`config.mk`:
```
export PLATFORM = sky130hd
export DESIGN_NAME = nsx_exec
export DESIGN_NICKNAME = d
export VERILOG_FILES = /design/src/design/nsx_pkg.sv /design/src/design/nsx_file_ram.sv /design/src/design/nsx_exec.sv
export SDC_FILE = /design/constraint.sdc
export NUM_CORES = 1
export LEC_CHECK = 0
export ABC_AREA = 1
export BUFFER_PORTS_ARGS = -buffer_cell sky130_fd_sc_hd__clkbuf_2
export CAP_MARGIN = 5
export CELL_PAD_IN_SITES_DETAIL_PLACEMENT = 1
export CELL_PAD_IN_SITES_GLOBAL_PLACEMENT = 1
export CORE_MARGIN = 1.5
export CORE_UTILIZATION = 55
export DETAILED_ROUTE_END_ITERATION = 10
export GPL_ROUTABILITY_DRIVEN = 0
export PLACE_DENSITY = 0.88
export SYNTH_ARGS = -nofsm -noshare
export SYNTH_HDL_FRONTEND = slang
export SYNTH_HIERARCHICAL = 1
export SYNTH_SLANG_ARGS = --single-unit
```
`constraint.sdc`:
```
create_clock -name i_sys_clk -period 6.6 [get_ports i_sys_clk]
set_input_delay 0.33 -clock i_sys_clk [delete_from_list [all_inputs] [get_ports i_sys_clk]]
set_output_delay 0.33 -clock i_sys_clk [all_outputs]
set_load 0.1 [all_outputs]
```
`src/design/nsx_pkg.sv`:
```
package nsx_pkg;

  // ==========================================================
  // Widths
  localparam int INSTR_W = 14;
  localparam int DATA_W = 8;
  localparam int ADDR_W = 7;
  localparam int DIR_COUNT = 3;

  // ==========================================================
  // Opcode fields, bits 13:8 unless noted
  localparam logic [5:0] OPC_SWAP = 6'h0e;
  localparam logic [5:0] OPC_XOR_LIT = 6'h3a;
  localparam logic [5:0] OPC_XOR_FILE = 6'h06;
  localparam logic [5:0] OPC_MOVE_FILE = 6'h08;
  // Bits 13:7 of the store-working-register move
  localparam logic [6:0] OPC_MOVE_W = 7'h01;
  // Bits 13:3 of the direction load
  localparam logic [10:0] OPC_DIR_LOAD = 11'h00c;
  localparam logic [2:0] DIR_SEL_MIN = 3'h5;
  localparam logic [2:0] DIR_SEL_MAX = 3'h7;

  // ==========================================================
  // Field positions
  localparam int DEST_BIT = 7;
  localparam int OPC_LSB = 8;

  // ==========================================================
  // File address map of the direction registers
  localparam logic [ADDR_W-1:0] DIR_FILE_BASE = 7'h05;

  // ==========================================================
  // Reset values
  localparam logic [DATA_W-1:0] W_RESET = 8'h00;
  localparam logic [DATA_W-1:0] DIR_RESET = 8'hff;

  // ==========================================================
  // Types
  typedef enum logic [1:0] {
    PH_Q1,
    PH_Q2,
    PH_Q3,
    PH_Q4
  } nsx_phase_t;

  typedef enum logic [2:0] {
    OP_NONE,
    OP_SWAP,
    OP_XOR_LIT,
    OP_XOR_FILE,
    OP_DIR_LOAD,
    OP_MOVE_W,
    OP_MOVE_FILE
  } nsx_op_t;

  typedef struct packed {
    nsx_op_t op;
    logic to_file;
    logic [ADDR_W-1:0] addr;
    logic [DATA_W-1:0] lit;
  } nsx_dec_t;

  typedef struct packed {
    logic [DATA_W-1:0] dir7;
    logic [DATA_W-1:0] dir6;
    logic [DATA_W-1:0] dir5;
  } nsx_dir_t;

endpackage

```
`src/design/nsx_file_ram.sv`:
```
`timescale 1ns/1ps
module nsx_file_ram #(
  parameter int WIDTH = 8,
  parameter int DEPTH = 128,
  parameter int AW = 7
) (
  // Clock
  input wire logic i_sys_clk,
  // Read port
  input wire logic i_rd_en,
  input wire logic [AW-1:0] i_rd_addr,
  output logic [WIDTH-1:0] o_rd_data,
  // Write port
  input wire logic i_wr_en,
  input wire logic [AW-1:0] i_wr_addr,
  input wire logic [WIDTH-1:0] i_wr_data
);

  logic [WIDTH-1:0] mem [DEPTH];

  always_ff @(posedge i_sys_clk) begin
    if (i_wr_en) begin
      mem[i_wr_addr] <= i_wr_data;
    end
  end

  // Read data registered; old data on same-address collision
  always_ff @(posedge i_sys_clk) begin
    if (i_rd_en) begin
      o_rd_data <= mem[i_rd_addr];
    end
  end

endmodule

```
`src/design/nsx_exec.sv`:
```
`timescale 1ns/1ps
module nsx_exec
  import nsx_pkg::*;
#(
  parameter int FILE_DEPTH = 128
) (
  // Clock and reset
  input wire logic i_sys_clk,
  input wire logic i_reset_n,
  // Instruction from fetch, taken in phase Q1
  input wire logic i_instr_valid,
  input wire logic [nsx_pkg::INSTR_W-1:0] i_instr,
  // Architectural state
  output logic [nsx_pkg::DATA_W-1:0] o_w,
  output logic o_zero,
  output nsx_pkg::nsx_dir_t o_dir,
  // Sequencing
  output logic o_cycle_start,
  output logic o_done,
  output logic o_illegal
);
  import nsx_pkg::*;

  // ==========================================================
  // Phase counter
  nsx_phase_t phase;
  nsx_phase_t next_phase;

  always_comb begin
    unique case (phase)
      PH_Q1: next_phase = PH_Q2;
      PH_Q2: next_phase = PH_Q3;
      PH_Q3: next_phase = PH_Q4;
      PH_Q4: next_phase = PH_Q1;
    endcase
  end

  // Free running so fetch never waits on this block
  always_ff @(posedge i_sys_clk or negedge i_reset_n) begin
    if (!i_reset_n) begin
      phase <= PH_Q1;
    end else begin
      phase <= next_phase;
    end
  end

  // ==========================================================
  // Decode
  nsx_dec_t next_dec;
  nsx_dec_t dec;
  logic next_bad;

  always_comb begin
    next_dec.op = OP_NONE;
    next_dec.to_file = i_instr[DEST_BIT];
    next_dec.addr = i_instr[ADDR_W-1:0];
    next_dec.lit = i_instr[DATA_W-1:0];
    next_bad = 1'b0;
    if (!i_instr_valid) begin
      next_dec.op = OP_NONE;
    end else if (i_instr[13:OPC_LSB] == OPC_SWAP) begin
      next_dec.op = OP_SWAP;
    end else if (i_instr[13:OPC_LSB] == OPC_XOR_LIT) begin
      next_dec.op = OP_XOR_LIT;
    end else if (i_instr[13:OPC_LSB] == OPC_XOR_FILE) begin
      next_dec.op = OP_XOR_FILE;
    end else if (i_instr[13:OPC_LSB] == OPC_MOVE_FILE) begin
      next_dec.op = OP_MOVE_FILE;
    end else if (i_instr[13:7] == OPC_MOVE_W) begin
      next_dec.op = OP_MOVE_W;
      next_dec.to_file = 1'b1;
    end else if (i_instr[13:3] == OPC_DIR_LOAD) begin
      // Operand 0 to 4 has no direction register behind it
      if (i_instr[2:0] >= DIR_SEL_MIN && i_instr[2:0] <= DIR_SEL_MAX) begin
        next_dec.op = OP_DIR_LOAD;
      end else begin
        next_bad = 1'b1;
      end
    end else begin
      next_bad = 1'b1;
    end
  end

  always_ff @(posedge i_sys_clk or negedge i_reset_n) begin
    if (!i_reset_n) begin
      dec <= '0;
    end else if (phase == PH_Q1) begin
      dec <= next_dec;
    end
  end

  // ==========================================================
  // File operand read
  logic dir_hit_rd;
  logic [1:0] dir_idx_rd;
  logic [DATA_W-1:0] ram_rd_data;
  logic [DATA_W-1:0] operand;
  logic [DATA_W-1:0] dir_q [DIR_COUNT];

  always_comb begin
    dir_hit_rd = (dec.addr >= DIR_FILE_BASE) &&
                 (dec.addr < DIR_FILE_BASE + ADDR_W'(DIR_COUNT));
    dir_idx_rd = 2'(dec.addr - DIR_FILE_BASE);
  end

  // Operand is picked in Q2 once the memory read data has settled
  always_ff @(posedge i_sys_clk or negedge i_reset_n) begin
    if (!i_reset_n) begin
      operand <= '0;
    end else if (phase == PH_Q2) begin
      operand <= dir_hit_rd ? dir_q[dir_idx_rd] : ram_rd_data;
    end
  end

  // ==========================================================
  // Compute in Q3
  logic [DATA_W-1:0] next_result;
  logic [DATA_W-1:0] result;
  logic result_to_file;
  logic next_to_file;

  always_comb begin
    next_result = operand;
    next_to_file = dec.to_file;
    unique case (dec.op)
      OP_SWAP: next_result = {operand[3:0], operand[7:4]};
      OP_XOR_LIT: begin
        next_result = o_w ^ dec.lit;
        next_to_file = 1'b0;
      end
      OP_XOR_FILE: next_result = o_w ^ operand;
      OP_DIR_LOAD: next_result = o_w;
      OP_MOVE_W: next_result = o_w;
      OP_MOVE_FILE: next_result = operand;
      OP_NONE: next_result = operand;
    endcase
  end

  always_ff @(posedge i_sys_clk or negedge i_reset_n) begin
    if (!i_reset_n) begin
      result <= '0;
      result_to_file <= 1'b0;
    end else if (phase == PH_Q3) begin
      result <= next_result;
      result_to_file <= next_to_file;
    end
  end

  // ==========================================================
  // Write back in Q4
  logic wb;
  logic wr_w;
  logic wr_file;
  logic ram_wr_en;
  logic sets_zero;

  always_comb begin
    wb = (phase == PH_Q4) && (dec.op != OP_NONE);
    wr_w = wb && (dec.op != OP_DIR_LOAD) && !result_to_file;
    wr_file = wb && (dec.op != OP_DIR_LOAD) && result_to_file;
    ram_wr_en = wr_file && !dir_hit_rd;
    sets_zero = wb && (dec.op == OP_XOR_LIT || dec.op == OP_XOR_FILE ||
                       dec.op == OP_MOVE_FILE);
  end

  always_ff @(posedge i_sys_clk or negedge i_reset_n) begin
    if (!i_reset_n) begin
      o_w <= W_RESET;
    end else if (wr_w) begin
      o_w <= result;
    end
  end

  // Swap and direction load never touch this flag
  always_ff @(posedge i_sys_clk or negedge i_reset_n) begin
    if (!i_reset_n) begin
      o_zero <= 1'b0;
    end else if (sets_zero) begin
      o_zero <= (result == '0);
    end
  end

  genvar g;
  generate
    for (g = 0; g < DIR_COUNT; g++) begin : g_dir
      logic load_hit;
      logic file_hit;
      assign load_hit = wb && (dec.op == OP_DIR_LOAD) &&
                        (dec.addr[2:0] == DIR_SEL_MIN + 3'(g));
      assign file_hit = wr_file && dir_hit_rd && (dir_idx_rd == 2'(g));
      always_ff @(posedge i_sys_clk or negedge i_reset_n) begin
        if (!i_reset_n) begin
          dir_q[g] <= DIR_RESET;
        end else if (load_hit || file_hit) begin
          dir_q[g] <= result;
        end
      end
    end
  endgenerate

  assign o_dir = '{dir7: dir_q[2], dir6: dir_q[1], dir5: dir_q[0]};

  // ==========================================================
  // Sequencing flags
  always_ff @(posedge i_sys_clk or negedge i_reset_n) begin
    if (!i_reset_n) begin
      o_cycle_start <= 1'b0;
      o_done <= 1'b0;
      o_illegal <= 1'b0;
    end else begin
      o_cycle_start <= (next_phase == PH_Q1);
      o_done <= wb;
      o_illegal <= (phase == PH_Q1) && next_bad;
    end
  end

  // ==========================================================
  // General file registers
  nsx_file_ram #(
    .WIDTH(DATA_W),
    .DEPTH(FILE_DEPTH),
    .AW(ADDR_W)
  ) u_file_ram (
    .i_sys_clk(i_sys_clk),
    .i_rd_en(phase == PH_Q1),
    .i_rd_addr(i_instr[ADDR_W-1:0]),
    .o_rd_data(ram_rd_data),
    .i_wr_en(ram_wr_en),
    .i_wr_addr(dec.addr),
    .i_wr_data(result)
  );

endmodule

```
# == Yosys cells after proc, flatten, opt, wreduce, memory -nomap -nowiden ==
# Memories as Yosys holds them, arrays and structs flattened. A register that Yosys moved wholly into a read port is not among the register bits.
# Index checks and enable logic that the tools add are counted.
# totals
inputBits,17
ramBits,1024
regBits,74
n_memories,1
# mem_list
memory,words,word_bits,read_ports,rd_ports_with_merged_regs,write_ports,line_no,source
u_file_ram.mem,128,8,1,1,1,nsx_file_ram.sv:19,logic [WIDTH-1:0] mem [DEPTH];
# classes
addsub,1
bitwise,3
n_lt_le_gt_ge,5
n_eq_ne,21
n_reduce_logical,32
n_mux,31
# ops
op,count
8-bit case mux with 5 select lines,1
3-bit two-way mux,8
8-bit two-way mux,3
3-bit equality test (second input constant),6
1-bit logical AND,17
1-bit two-way mux,17
8-bit binary-select mux with 2-bit select,1
8-bit XOR,2
6-bit by 4-bit equality test with 1-bit output (second input constant),2
11-bit by 4-bit equality test with 1-bit output (second input constant),1
8-bit zero test,1
2-bit case mux with 4 select lines,1
7-bit by 1-bit equality test with 1-bit output (second input constant),1
7-bit by 3-bit >= comparator with 1-bit output (second input constant),1
7-bit by 4-bit less-than comparator with 1-bit output (second input constant),1
2-bit equality test (second input constant),3
3-bit by 2-bit equality test with 1-bit output (second input constant),2
6-bit by 3-bit equality test with 1-bit output (second input constant),1
6-bit equality test (second input constant),1
3-bit >= comparator (second input constant),2
2-bit zero test,3
1-bit logical OR,5
2-bit by 1-bit equality test with 1-bit output (second input constant),2
2-bit OR reduction,2
8 further kinds,9

# == Longest topological paths before layout ==
# Gate-level depths: netlist of run 1.
# logic_depth
ltp_word,11
ltp_mapped,14

# == By module ==
# The synthesis of run 1 kept the hierarchy.
# by_module_without_submodules
module,seq_area_each_um2,cells_each,area_per_inst_um2,instances
nsx_file_ram,30989.7,3575,42184.2,1
nsx_exec,1706.6,507,3722.3,1

# == Least setup slack after synthesis of run 1 ==
# OpenSTA, ideal clock, no wires.
# synth_timing
path_kind,register -> register
start,reg dec[9] (netlist name)
end,mem u_file_ram.mem[105][0] (enable)
path_buffers,3
setup_time_ps,370
stages_incl_launch_ff,11
synth_period_minus_slack_ps,2809
arrival_time_ps,2439
required_ps,6230
path_slack_ps,3791
path_cell_list,dfrtp_1 inv_1 ha_1 nor3_1 nor2_2 buf_2 nor4_1 clkbuf_1 nand2_1 clkbuf_1 nor2_1
# synth_via
elab_chain_len,6
# synth_lines
item,line_no,source
start: declaration,nsx_exec.sv:50,nsx_dec_t dec;
start signal: assignment,nsx_exec.sv:88,dec <= next_dec;
7-bit by 3-bit >= comparator with 1-bit output or 7-bit by 4-bit less-than comparator with 1-bit output (tied branches),"nsx_exec.sv:101, nsx_exec.sv:102",
1-bit logical AND (*),nsx_exec.sv:101,dir_hit_rd = (dec.addr >= DIR_FILE_BASE) &&
1-bit zero test (*),nsx_exec.sv:161,ram_wr_en = wr_file && !dir_hit_rd;
1-bit logical AND (*),nsx_exec.sv:161,
net ram_wr_en,nsx_exec.sv:154,logic ram_wr_en;
1-bit two-way mux (*),nsx_file_ram.sv:22,if (i_wr_en) begin
1-bit two-way mux (implied by the code) (*),nsx_file_ram.sv:23,mem[i_wr_addr] <= i_wr_data;
end: declaration,nsx_file_ram.sv:19,
# The timed path passes the listed nets; every way through them passes the cells marked *.

# == Worst setup path in the final report of run 1 ==
# layout_timing
start,reg dec[8] (netlist name)
end,mem u_file_ram.mem[120][6] (enable)
# Same word-level chain as after synthesis.

==> results of run 1 <==
-- sequential cells by signal, indices dropped and copies added (netlist names) --
register	cells
u_file_ram/mem	1024
o_zero	1
operand	8
phase	2
dec	12
o_done	1
o_w	8
result	8
u_file_ram/o_rd_data	8
o_illegal	1
o_cycle_start	1
result_to_file	1
o_dir	24
-- report_power, final --
part           switching (mW)  internal (mW)  total [mW]
registers               0.222           7.89        8.12
clock network            2.69           3.32        6.01
logic                   0.984          0.219        1.20
total                    3.90           11.4        15.3
-- worst max-delay path, delay by kind of cell (launching register included) --
family                   cells  cell delay, ps
flip-flops                   1             680
buffers and inverters        1             240
adder cells (fa/ha/maj)      1             420
AND/OR/NAND/NOR              5            2240
-- area by class of cell --
cell class	count	share of cell area, %
clock inverters	62	0.986
repair buffers	90	1.23
multi-input cells	2651	23.0
inverters	87	0.708
well taps	1070	2.69
clock buffers	135	5.71
flip-flops and latches	1099	65.6
-- synth_stat cells --
cell                       instances
sky130_fd_sc_hd__nand2_2           3
sky130_fd_sc_hd__o31ai_1           1
sky130_fd_sc_hd__nor3_2            2
sky130_fd_sc_hd__nand3_1        1009
sky130_fd_sc_hd__o211ai_1          9
sky130_fd_sc_hd__o21ai_0          21
sky130_fd_sc_hd__buf_6            22
sky130_fd_sc_hd__inv_8             1
sky130_fd_sc_hd__nand3_2           3
sky130_fd_sc_hd__nor2_1          145
sky130_fd_sc_hd__dfstp_2          24
sky130_fd_sc_hd__nor2_2            3
sky130_fd_sc_hd__dfrtp_1          43
sky130_fd_sc_hd__clkbuf_1         40
sky130_fd_sc_hd__nor2_4            1
sky130_fd_sc_hd__buf_1            15
sky130_fd_sc_hd__ha_1              7
sky130_fd_sc_hd__edfxtp_1       1032
sky130_fd_sc_hd__inv_2             4
sky130_fd_sc_hd__buf_4            42
sky130_fd_sc_hd__nand2_1        1403
sky130_fd_sc_hd__nand3b_1          1
sky130_fd_sc_hd__inv_1            79
sky130_fd_sc_hd__nor3_1           11
sky130_fd_sc_hd__nor4_1            1
sky130_fd_sc_hd__nand4_1          11
sky130_fd_sc_hd__or2_2             9
sky130_fd_sc_hd__a21oi_1          11
sky130_fd_sc_hd__buf_2           126
sky130_fd_sc_hd__clkinv_1          3
-- final timing paths --
kind                                           start                               end
worst max-delay path              dec[8]$_DFFE_PN0P_  u_file_ram/mem[120][6]$_DFFE_PP_
worst min-delay path                     i_instr[11]               dec[17]$_DFFE_PN0P_
worst max register to register    dec[8]$_DFFE_PN0P_  u_file_ram/mem[120][6]$_DFFE_PP_
worst min register to register  o_dir[1]$_DFFE_PN1P_              o_dir[1]$_DFFE_PN1P_
max in group asynchronous                  i_reset_n             result[7]$_DFFE_PN0P_
min in group asynchronous                  i_reset_n               o_illegal$_DFF_PN0_
-- stage by stage --
step                power (mW)  area [µm²]
floorplan                 8.82       45900
global route              15.6       49900
finish                    15.3       49900
global placement          9.31       46500
CTS                       15.3       49900
detailed placement        9.38       46500
-- routing by layer --
metal,vias to the layer above,track usage (%),wire length [µm]
li1,14100,-,-
met1,17000,45.2,53900
met2,2526,58.3,73000
met3,685,6.86,16300
met4,12,21.1,9360
met5,-,0,84
-- timing repair --
item                                   CTS  global route
endpoints found under the hold margin   47             0
gates resized for setup                  0             0
hold buffers                             3             0
-- cells by family (layout without fill, tap and decap cells) --
| family | after synthesis | after routing | synth area share, % |
|---|---|---|---|
| and+or+nand+nor | 2602 | 2602 | 24.3 |
| AOI/OAI and AO/OA | 42 | 42 | 0.512 |
| adders and majority gates | 7 | 7 | 0.191 |
| buffers and inverters | 332 | 374 | 3.78 |
| DFF | 1099 | 1099 | 71.2 |
==> results.sh, run 1 <==
export IMPL_dp_worst_setup_slack_ps=2690
export IMPL_totalNegativeSetupSlack_ps=0
export IMPL_area_sequential_um2=32700
export IMPL_antennaDiodeCount=0
export IMPL_detail_route_antenna_nets=0
export IMPL_first_pass_iters=6
export IMPL_fin_crit_ps=3970
export IMPL_timing_critical_path_from_type="flop"
export IMPL_post_cts_setup_buffers=0
export IMPL_final_setup_worst_slack_ps=2630
export IMPL_tritoncts_num_buffers=108
export IMPL_synth_seq_area_share_pct=71.2
export IMPL_post_synth_num_cell_types=30
export IMPL_synth_warnings=6
export IMPL_clock_fmax_mhz=252
export IMPL_leakage_nw=18.2
export IMPL_power_density_nw_per_um2=307
export IMPL_worstSkewPairLatency_ps=690
export IMPL_cts_sinks=1099
export IMPL_hold_slack_ps=118
export IMPL_cell_by_cell_listing_of_the_critical_path="ha_1 > nor3_1 > nor2_2 > nor4_2 > buf_4 > nand2_1 > nor2_1"
export IMPL_min_delay_path_class="input pin to flop"
export IMPL_r2r_worst_path_cells=7
export IMPL_dp_hpwl_mm=85.6
export IMPL_grt_overflow=0
export IMPL_root_buffer="sky130_fd_sc_hd__clkbuf_16"
export IMPL_worst_case_clock_skew_ps=23.8
export IMPL_avgRoutedWirePerCell_um=29.4
export IMPL_postSynthAreaPerCell_um2=11.2
export IMPL_worst_path_max_fanout=26
export IMPL_track_usage_pct=35.9
export IMPL_synth_area_leader_cell="sky130_fd_sc_hd__edfxtp_1"
export IMPL_mappedNetlistNets=4106
export IMPL_final_util_pct=60.5
export IMPL_cpMaxStageDelayCell="sky130_fd_sc_hd__nor2_1"
export IMPL_aggregate_routed_wire_length_mm=153
export IMPL_rsz0062_at_grt="no"
export IMPL_hold_depth=5
export IMPL_worst_slew_pin_transition_ps=1390
export IMPL_netlist_instances=4082
export IMPL_mostFrequentLayoutCell="sky130_fd_sc_hd__nand2_1"
export IMPL_die_width_um=292
export IMPL_worstPathRequired_ps=6910
export IMPL_max_clock_path_buffers=3
export IMPL_fp_row_count=105
export IMPL_outcome="completed"
export IMPL_layout_cells_most_common_list="sky130_fd_sc_hd__nand2_1, sky130_fd_sc_hd__edfxtp_1, sky130_fd_sc_hd__nand3_1"
export IMPL_cp_end_kind="flop"
export IMPL_post_synth_main_area_contributors="sky130_fd_sc_hd__edfxtp_1, sky130_fd_sc_hd__nand2_1, sky130_fd_sc_hd__nand3_1"
export IMPL_setup_viol=0
export IMPL_finalNetCount=4061
export IMPL_floorplan_core_area_um2=82400
export IMPL_antenna_found_initial=5
export IMPL_filler_cell_count=8257
export IMPL_first_global_vias=36200
export IMPL_post_synth_instance_area_um2=45900
export IMPL_critical_path_arrival_ps=4280
export IMPL_maxCapViolCount=0
export IMPL_power_ir_vdd_worst_mv=0.247
export IMPL_maximum_number_of_pins_on_one_net_before_global_route_repair=224
export IMPL_floorplan_initialDensity_pct=55.7
export IMPL_multi_input_combinational_cell_area_um2=11500
export IMPL_pin_count=53
export IMPL_synth_top_area_share_pct=67.5
export IMPL_route_detailed_vias_per_inst=6.61
export IMPL_cts_clk_slew_worst_paths_ps=60
export IMPL_placed_cells=4994
export IMPL_cts_tree="built"
export IMPL_ys_ff_latch=1099
export IMPL_worst_path_largest_cell_delay_ps=950
export IMPL_drv_slew=0
export IMPL_io_buffers=52
export IMPL_criticalPathCategory="flop to flop"
export IMPL_layout_drive_gt1_share_pct=7.10
export IMPL_grt_first_pass_wirelength_mm=228
export IMPL_drc=0
export IMPL_setup_reg_to_reg_worst_slack_ps=2630
export IMPL_finalHoldViolations=0
export IMPL_slew_limit_headroom_pct=7.05
export IMPL_post_route_period_util_pct=60.2
export IMPL_route_vias_total=34300
export IMPL_area_growth_synth_to_final_pct=8.59
export IMPL_final_cell_count_no_fill=5194
export IMPL_dieArea_um2=85200
export IMPL_die_boundary_height_um=292
export IMPL_initialDrtViolationCount=4478
export IMPL_cts_htree_levels=3
Power figures use the tool's default switching activity.
==> inputs of run 2 (changes only) <==
--- a/config.mk
+++ b/config.mk
@@ -5,16 +5,16 @@
 export SDC_FILE = /design/constraint.sdc
 export NUM_CORES = 1
 export LEC_CHECK = 0
-export ABC_AREA = 1
+export ABC_AREA = 0
 export BUFFER_PORTS_ARGS = -buffer_cell sky130_fd_sc_hd__clkbuf_2
 export CAP_MARGIN = 5
 export CELL_PAD_IN_SITES_DETAIL_PLACEMENT = 1
 export CELL_PAD_IN_SITES_GLOBAL_PLACEMENT = 1
 export CORE_MARGIN = 1.5
-export CORE_UTILIZATION = 55
+export CORE_UTILIZATION = 51
 export DETAILED_ROUTE_END_ITERATION = 10
 export GPL_ROUTABILITY_DRIVEN = 0
-export PLACE_DENSITY = 0.88
+export PLACE_DENSITY = 0.8
 export SYNTH_ARGS = -nofsm -noshare
 export SYNTH_HDL_FRONTEND = slang
 export SYNTH_HIERARCHICAL = 1
==> constraint.sdc (replaced) <==
create_clock -name i_sys_clk -period 3.6 [get_ports i_sys_clk]
set_input_delay 0.18 -clock i_sys_clk [delete_from_list [all_inputs] [get_ports i_sys_clk]]
set_output_delay 0.18 -clock i_sys_clk [all_outputs]
set_load 0.1 [all_outputs]
==> results.sh, run 2 <==
export IMPL_synth_area_leader_cell="sky130_fd_sc_hd__edfxtp_1"
export IMPL_timing_critical_path_from="dec[9]$_DFFE_PN0P_"
export IMPL_leakage_nw=16.0
export IMPL_min_delay_path_class="input pin to flop"
export IMPL_synth_seq_area_share_pct=75.5
export IMPL_timing_critical_path_from_type="flop"
export IMPL_fp_row_count=106
export IMPL_detail_route_antenna_nets=0
export IMPL_mostFrequentLayoutCell="sky130_fd_sc_hd__edfxtp_1"
export IMPL_timing_critical_path_mode_cell="sky130_fd_sc_hd__buf_4"
export IMPL_floorplan_core_area_um2=83800
export IMPL_drc=0
export IMPL_criticalPathCategory="flop to flop"
export IMPL_mappedNetlistNets=1974
export IMPL_worstPathRequired_ps=3970
export IMPL_power_density_nw_per_um2=570
export IMPL_avgRoutedWirePerCell_um=35.4
export IMPL_cts_clk_slew_worst_paths_ps=70
export IMPL_fin_crit_ps=3520
export IMPL_first_pass_iters=5
export IMPL_largest_reg_flops=1024
export IMPL_route_vias_total=22600
export IMPL_worst_case_clock_skew_ps=30.2
export IMPL_ys_ff_latch=1099
export IMPL_worst_slew_pin_transition_ps=1280
export IMPL_die_width_um=294
export IMPL_cell_by_cell_listing_of_the_critical_path="inv_1 > ha_1 > nor3_4 > nor3_2 > nor2_1 > nor2b_1 > nand2_1 > buf_4 > buf_4 > nor2_1 > buf_4"
export IMPL_dp_worst_setup_slack_ps=183
export IMPL_pin_count=53
export IMPL_area_growth_synth_to_final_pct=15.1
export IMPL_totalNegativeSetupSlack_ps=0
export IMPL_async_reset_ff_share_pct=6.10
export IMPL_drv_slew=0
export IMPL_yosysMostFrequentCell="sky130_fd_sc_hd__edfxtp_1"
export IMPL_post_route_period_util_pct=97.9
export IMPL_synthTopCellsByCount="sky130_fd_sc_hd__edfxtp_1, sky130_fd_sc_hd__mux4_2, sky130_fd_sc_hd__nor2_1, sky130_fd_sc_hd__clkbuf_1, sky130_fd_sc_hd__dfrtp_1"
export IMPL_dp_hpwl_mm=70.7
export IMPL_hold_depth=4
export IMPL_finalHoldViolations=0
export IMPL_root_buffer="sky130_fd_sc_hd__clkbuf_16"
export IMPL_cts_sinks=1099
export IMPL_maximum_number_of_pins_on_one_net_before_global_route_repair=104
export IMPL_layout_cells_most_common_list="sky130_fd_sc_hd__edfxtp_1, sky130_fd_sc_hd__mux4_2, sky130_fd_sc_hd__buf_4"
export IMPL_grt_overflow=0
export IMPL_finalNetCount=2223
export IMPL_rsz0062_at_grt="no"
export IMPL_antennaDiodeCount=0
export IMPL_synth_top_area_share_pct=71.6
export IMPL_floorplan_initialDensity_pct=51.7
export IMPL_critical_path_reg2reg_endpoint="u_file_ram/mem[52][2]$_DFFE_PP_"
export IMPL_r2r_worst_path_cells=11
export IMPL_cp_end_kind="flop"
export IMPL_clock_fmax_mhz=284
export IMPL_route_detailed_vias_per_inst=6.61
export IMPL_io_buffers=52
export IMPL_cts_htree_levels=3
export IMPL_maxCapViolCount=0
export IMPL_critical_path_arrival_ps=3890
export IMPL_die_boundary_height_um=294
export IMPL_min_from="i_instr[13]"
export IMPL_post_synth_instance_area_um2=43300
export IMPL_max_clock_path_buffers=3
export IMPL_slew_limit_headroom_pct=14.9
export IMPL_first_global_vias=23700
export IMPL_tritoncts_num_buffers=107
export IMPL_power_ir_vdd_worst_mv=0.452
export IMPL_synth_edff_count=1032
export IMPL_initialDrtViolationCount=3120
export IMPL_antenna_found_initial=3
export IMPL_synth_warnings=6
export IMPL_yosys_most_used_dff="sky130_fd_sc_hd__edfxtp_1"
export IMPL_layout_drive_gt1_share_pct=34.8
export IMPL_post_synth_main_area_contributors="sky130_fd_sc_hd__edfxtp_1, sky130_fd_sc_hd__mux4_2, sky130_fd_sc_hd__dfrtp_1"
export IMPL_max_flop_register="u_file_ram/mem"
export IMPL_outcome="completed"
export IMPL_finalPower_mw=28.4
export IMPL_worst_path_max_fanout=8
export IMPL_setup_viol=0
export IMPL_track_usage_pct=28.7
export IMPL_aggregate_routed_wire_length_mm=121
export IMPL_worstReg2RegStart="dec[9]$_DFFE_PN0P_"
export IMPL_worst_path_largest_cell_delay_ps=430
export IMPL_cpMaxStageDelayCell="sky130_fd_sc_hd__nor2b_1"
export IMPL_dieArea_um2=86700
export IMPL_netlist_instances=1950
export IMPL_cp_endpoint="u_file_ram/mem[52][2]$_DFFE_PP_"
export IMPL_post_synth_num_cell_types=51
export IMPL_postSynthAreaPerCell_um2=22.2
export IMPL_final_setup_worst_slack_ps=75.8
export IMPL_cts_tree="built"
export IMPL_grt_first_pass_wirelength_mm=175
export IMPL_worstSkewPairLatency_ps=700
export IMPL_setup_reg_to_reg_worst_slack_ps=80
run 2: through the flow:
stage	util (%)	hold WS [ps]	cell area, µm²	cells
detailed placement	55.0	346	46100	3213
CTS	59.5	16.1	49800	3418
finish	59.5	42.1	49900	3418
global route	59.5	77.0	49900	3418
floorplan	-	-116	43300	1950
global placement	55.0	321	46100	3213
run 2: cell type report:
class                      instances  area (µm²)
fill                            6963       34000
sequential                      1099       32700
multi-input combinational        726       10100
clock buffer                     132        2830
timing repair buffer             244        1960
tap                             1134        1420
clock inverter                    62         757
inverter                          21        78.8
run 2: worst min path at each step:
| stage | to |
|---|---|
| final | dec[18]$_DFFE_PN0P_ |
| after global routing | dec[18]$_DFFE_PN0P_ |
| after CTS | dec[18]$_DFFE_PN0P_ |
| after detailed placement | dec[6]$_DFFE_PN0P_ |
| after global placement | operand[6]$_DFFE_PN0N_ |
| after floorplan | dec[10]$_DFFE_PN0P_ |
run 2: critical path, delay by kind of cell, from the launching register on:
family / cells / cell delay (ps)
flip-flops: 1 / 420
buffers and inverters: 4 / 850
adder cells (fa/ha/maj): 1 / 280
AND/OR/NAND/NOR: 6 / 1640
run 2: repair_timing:
action                                  in CTS  in global routing
gates resized for setup                      0                  4
hold buffers                                11                  0
setup buffers                                0                  0
endpoints found under the hold margin       20                  0
endpoints found under the setup margin       0                 32
run 2: cell families (layout without fill, tap and decap cells):
family / after synthesis / count (layout) / share of synthesized area, %
DFF: 1099 / 1099 / 75.5
muxes: 400 / 400 / 19.1
and+or+nand+nor: 238 / 238 / 2.49
buffers and inverters: 125 / 459 / 1.25
AOI/OAI and AO/OA: 73 / 73 / 1.30
xor gates and xnor gates: 8 / 8 / 0.162
adders and majority gates: 7 / 7 / 0.202
run 2: layer usage:
layer | part of all wire (%) | vias to the layer above | GRT usage (%)
met5 | 0.014 | - | 0
met4 | 4.3 | 2 | 11.3
met3 | 10 | 318 | 6.32
li1 | - | 8682 | -
met1 | 36 | 12000 | 38.3
met2 | 49 | 1591 | 46.3
run 2: where the power goes:
group	switching, mW	total, mW	internal [mW]
combinational	1.03	1.62	0.591
sequential	0.609	15.2	14.6
clock	5.00	11.5	6.55
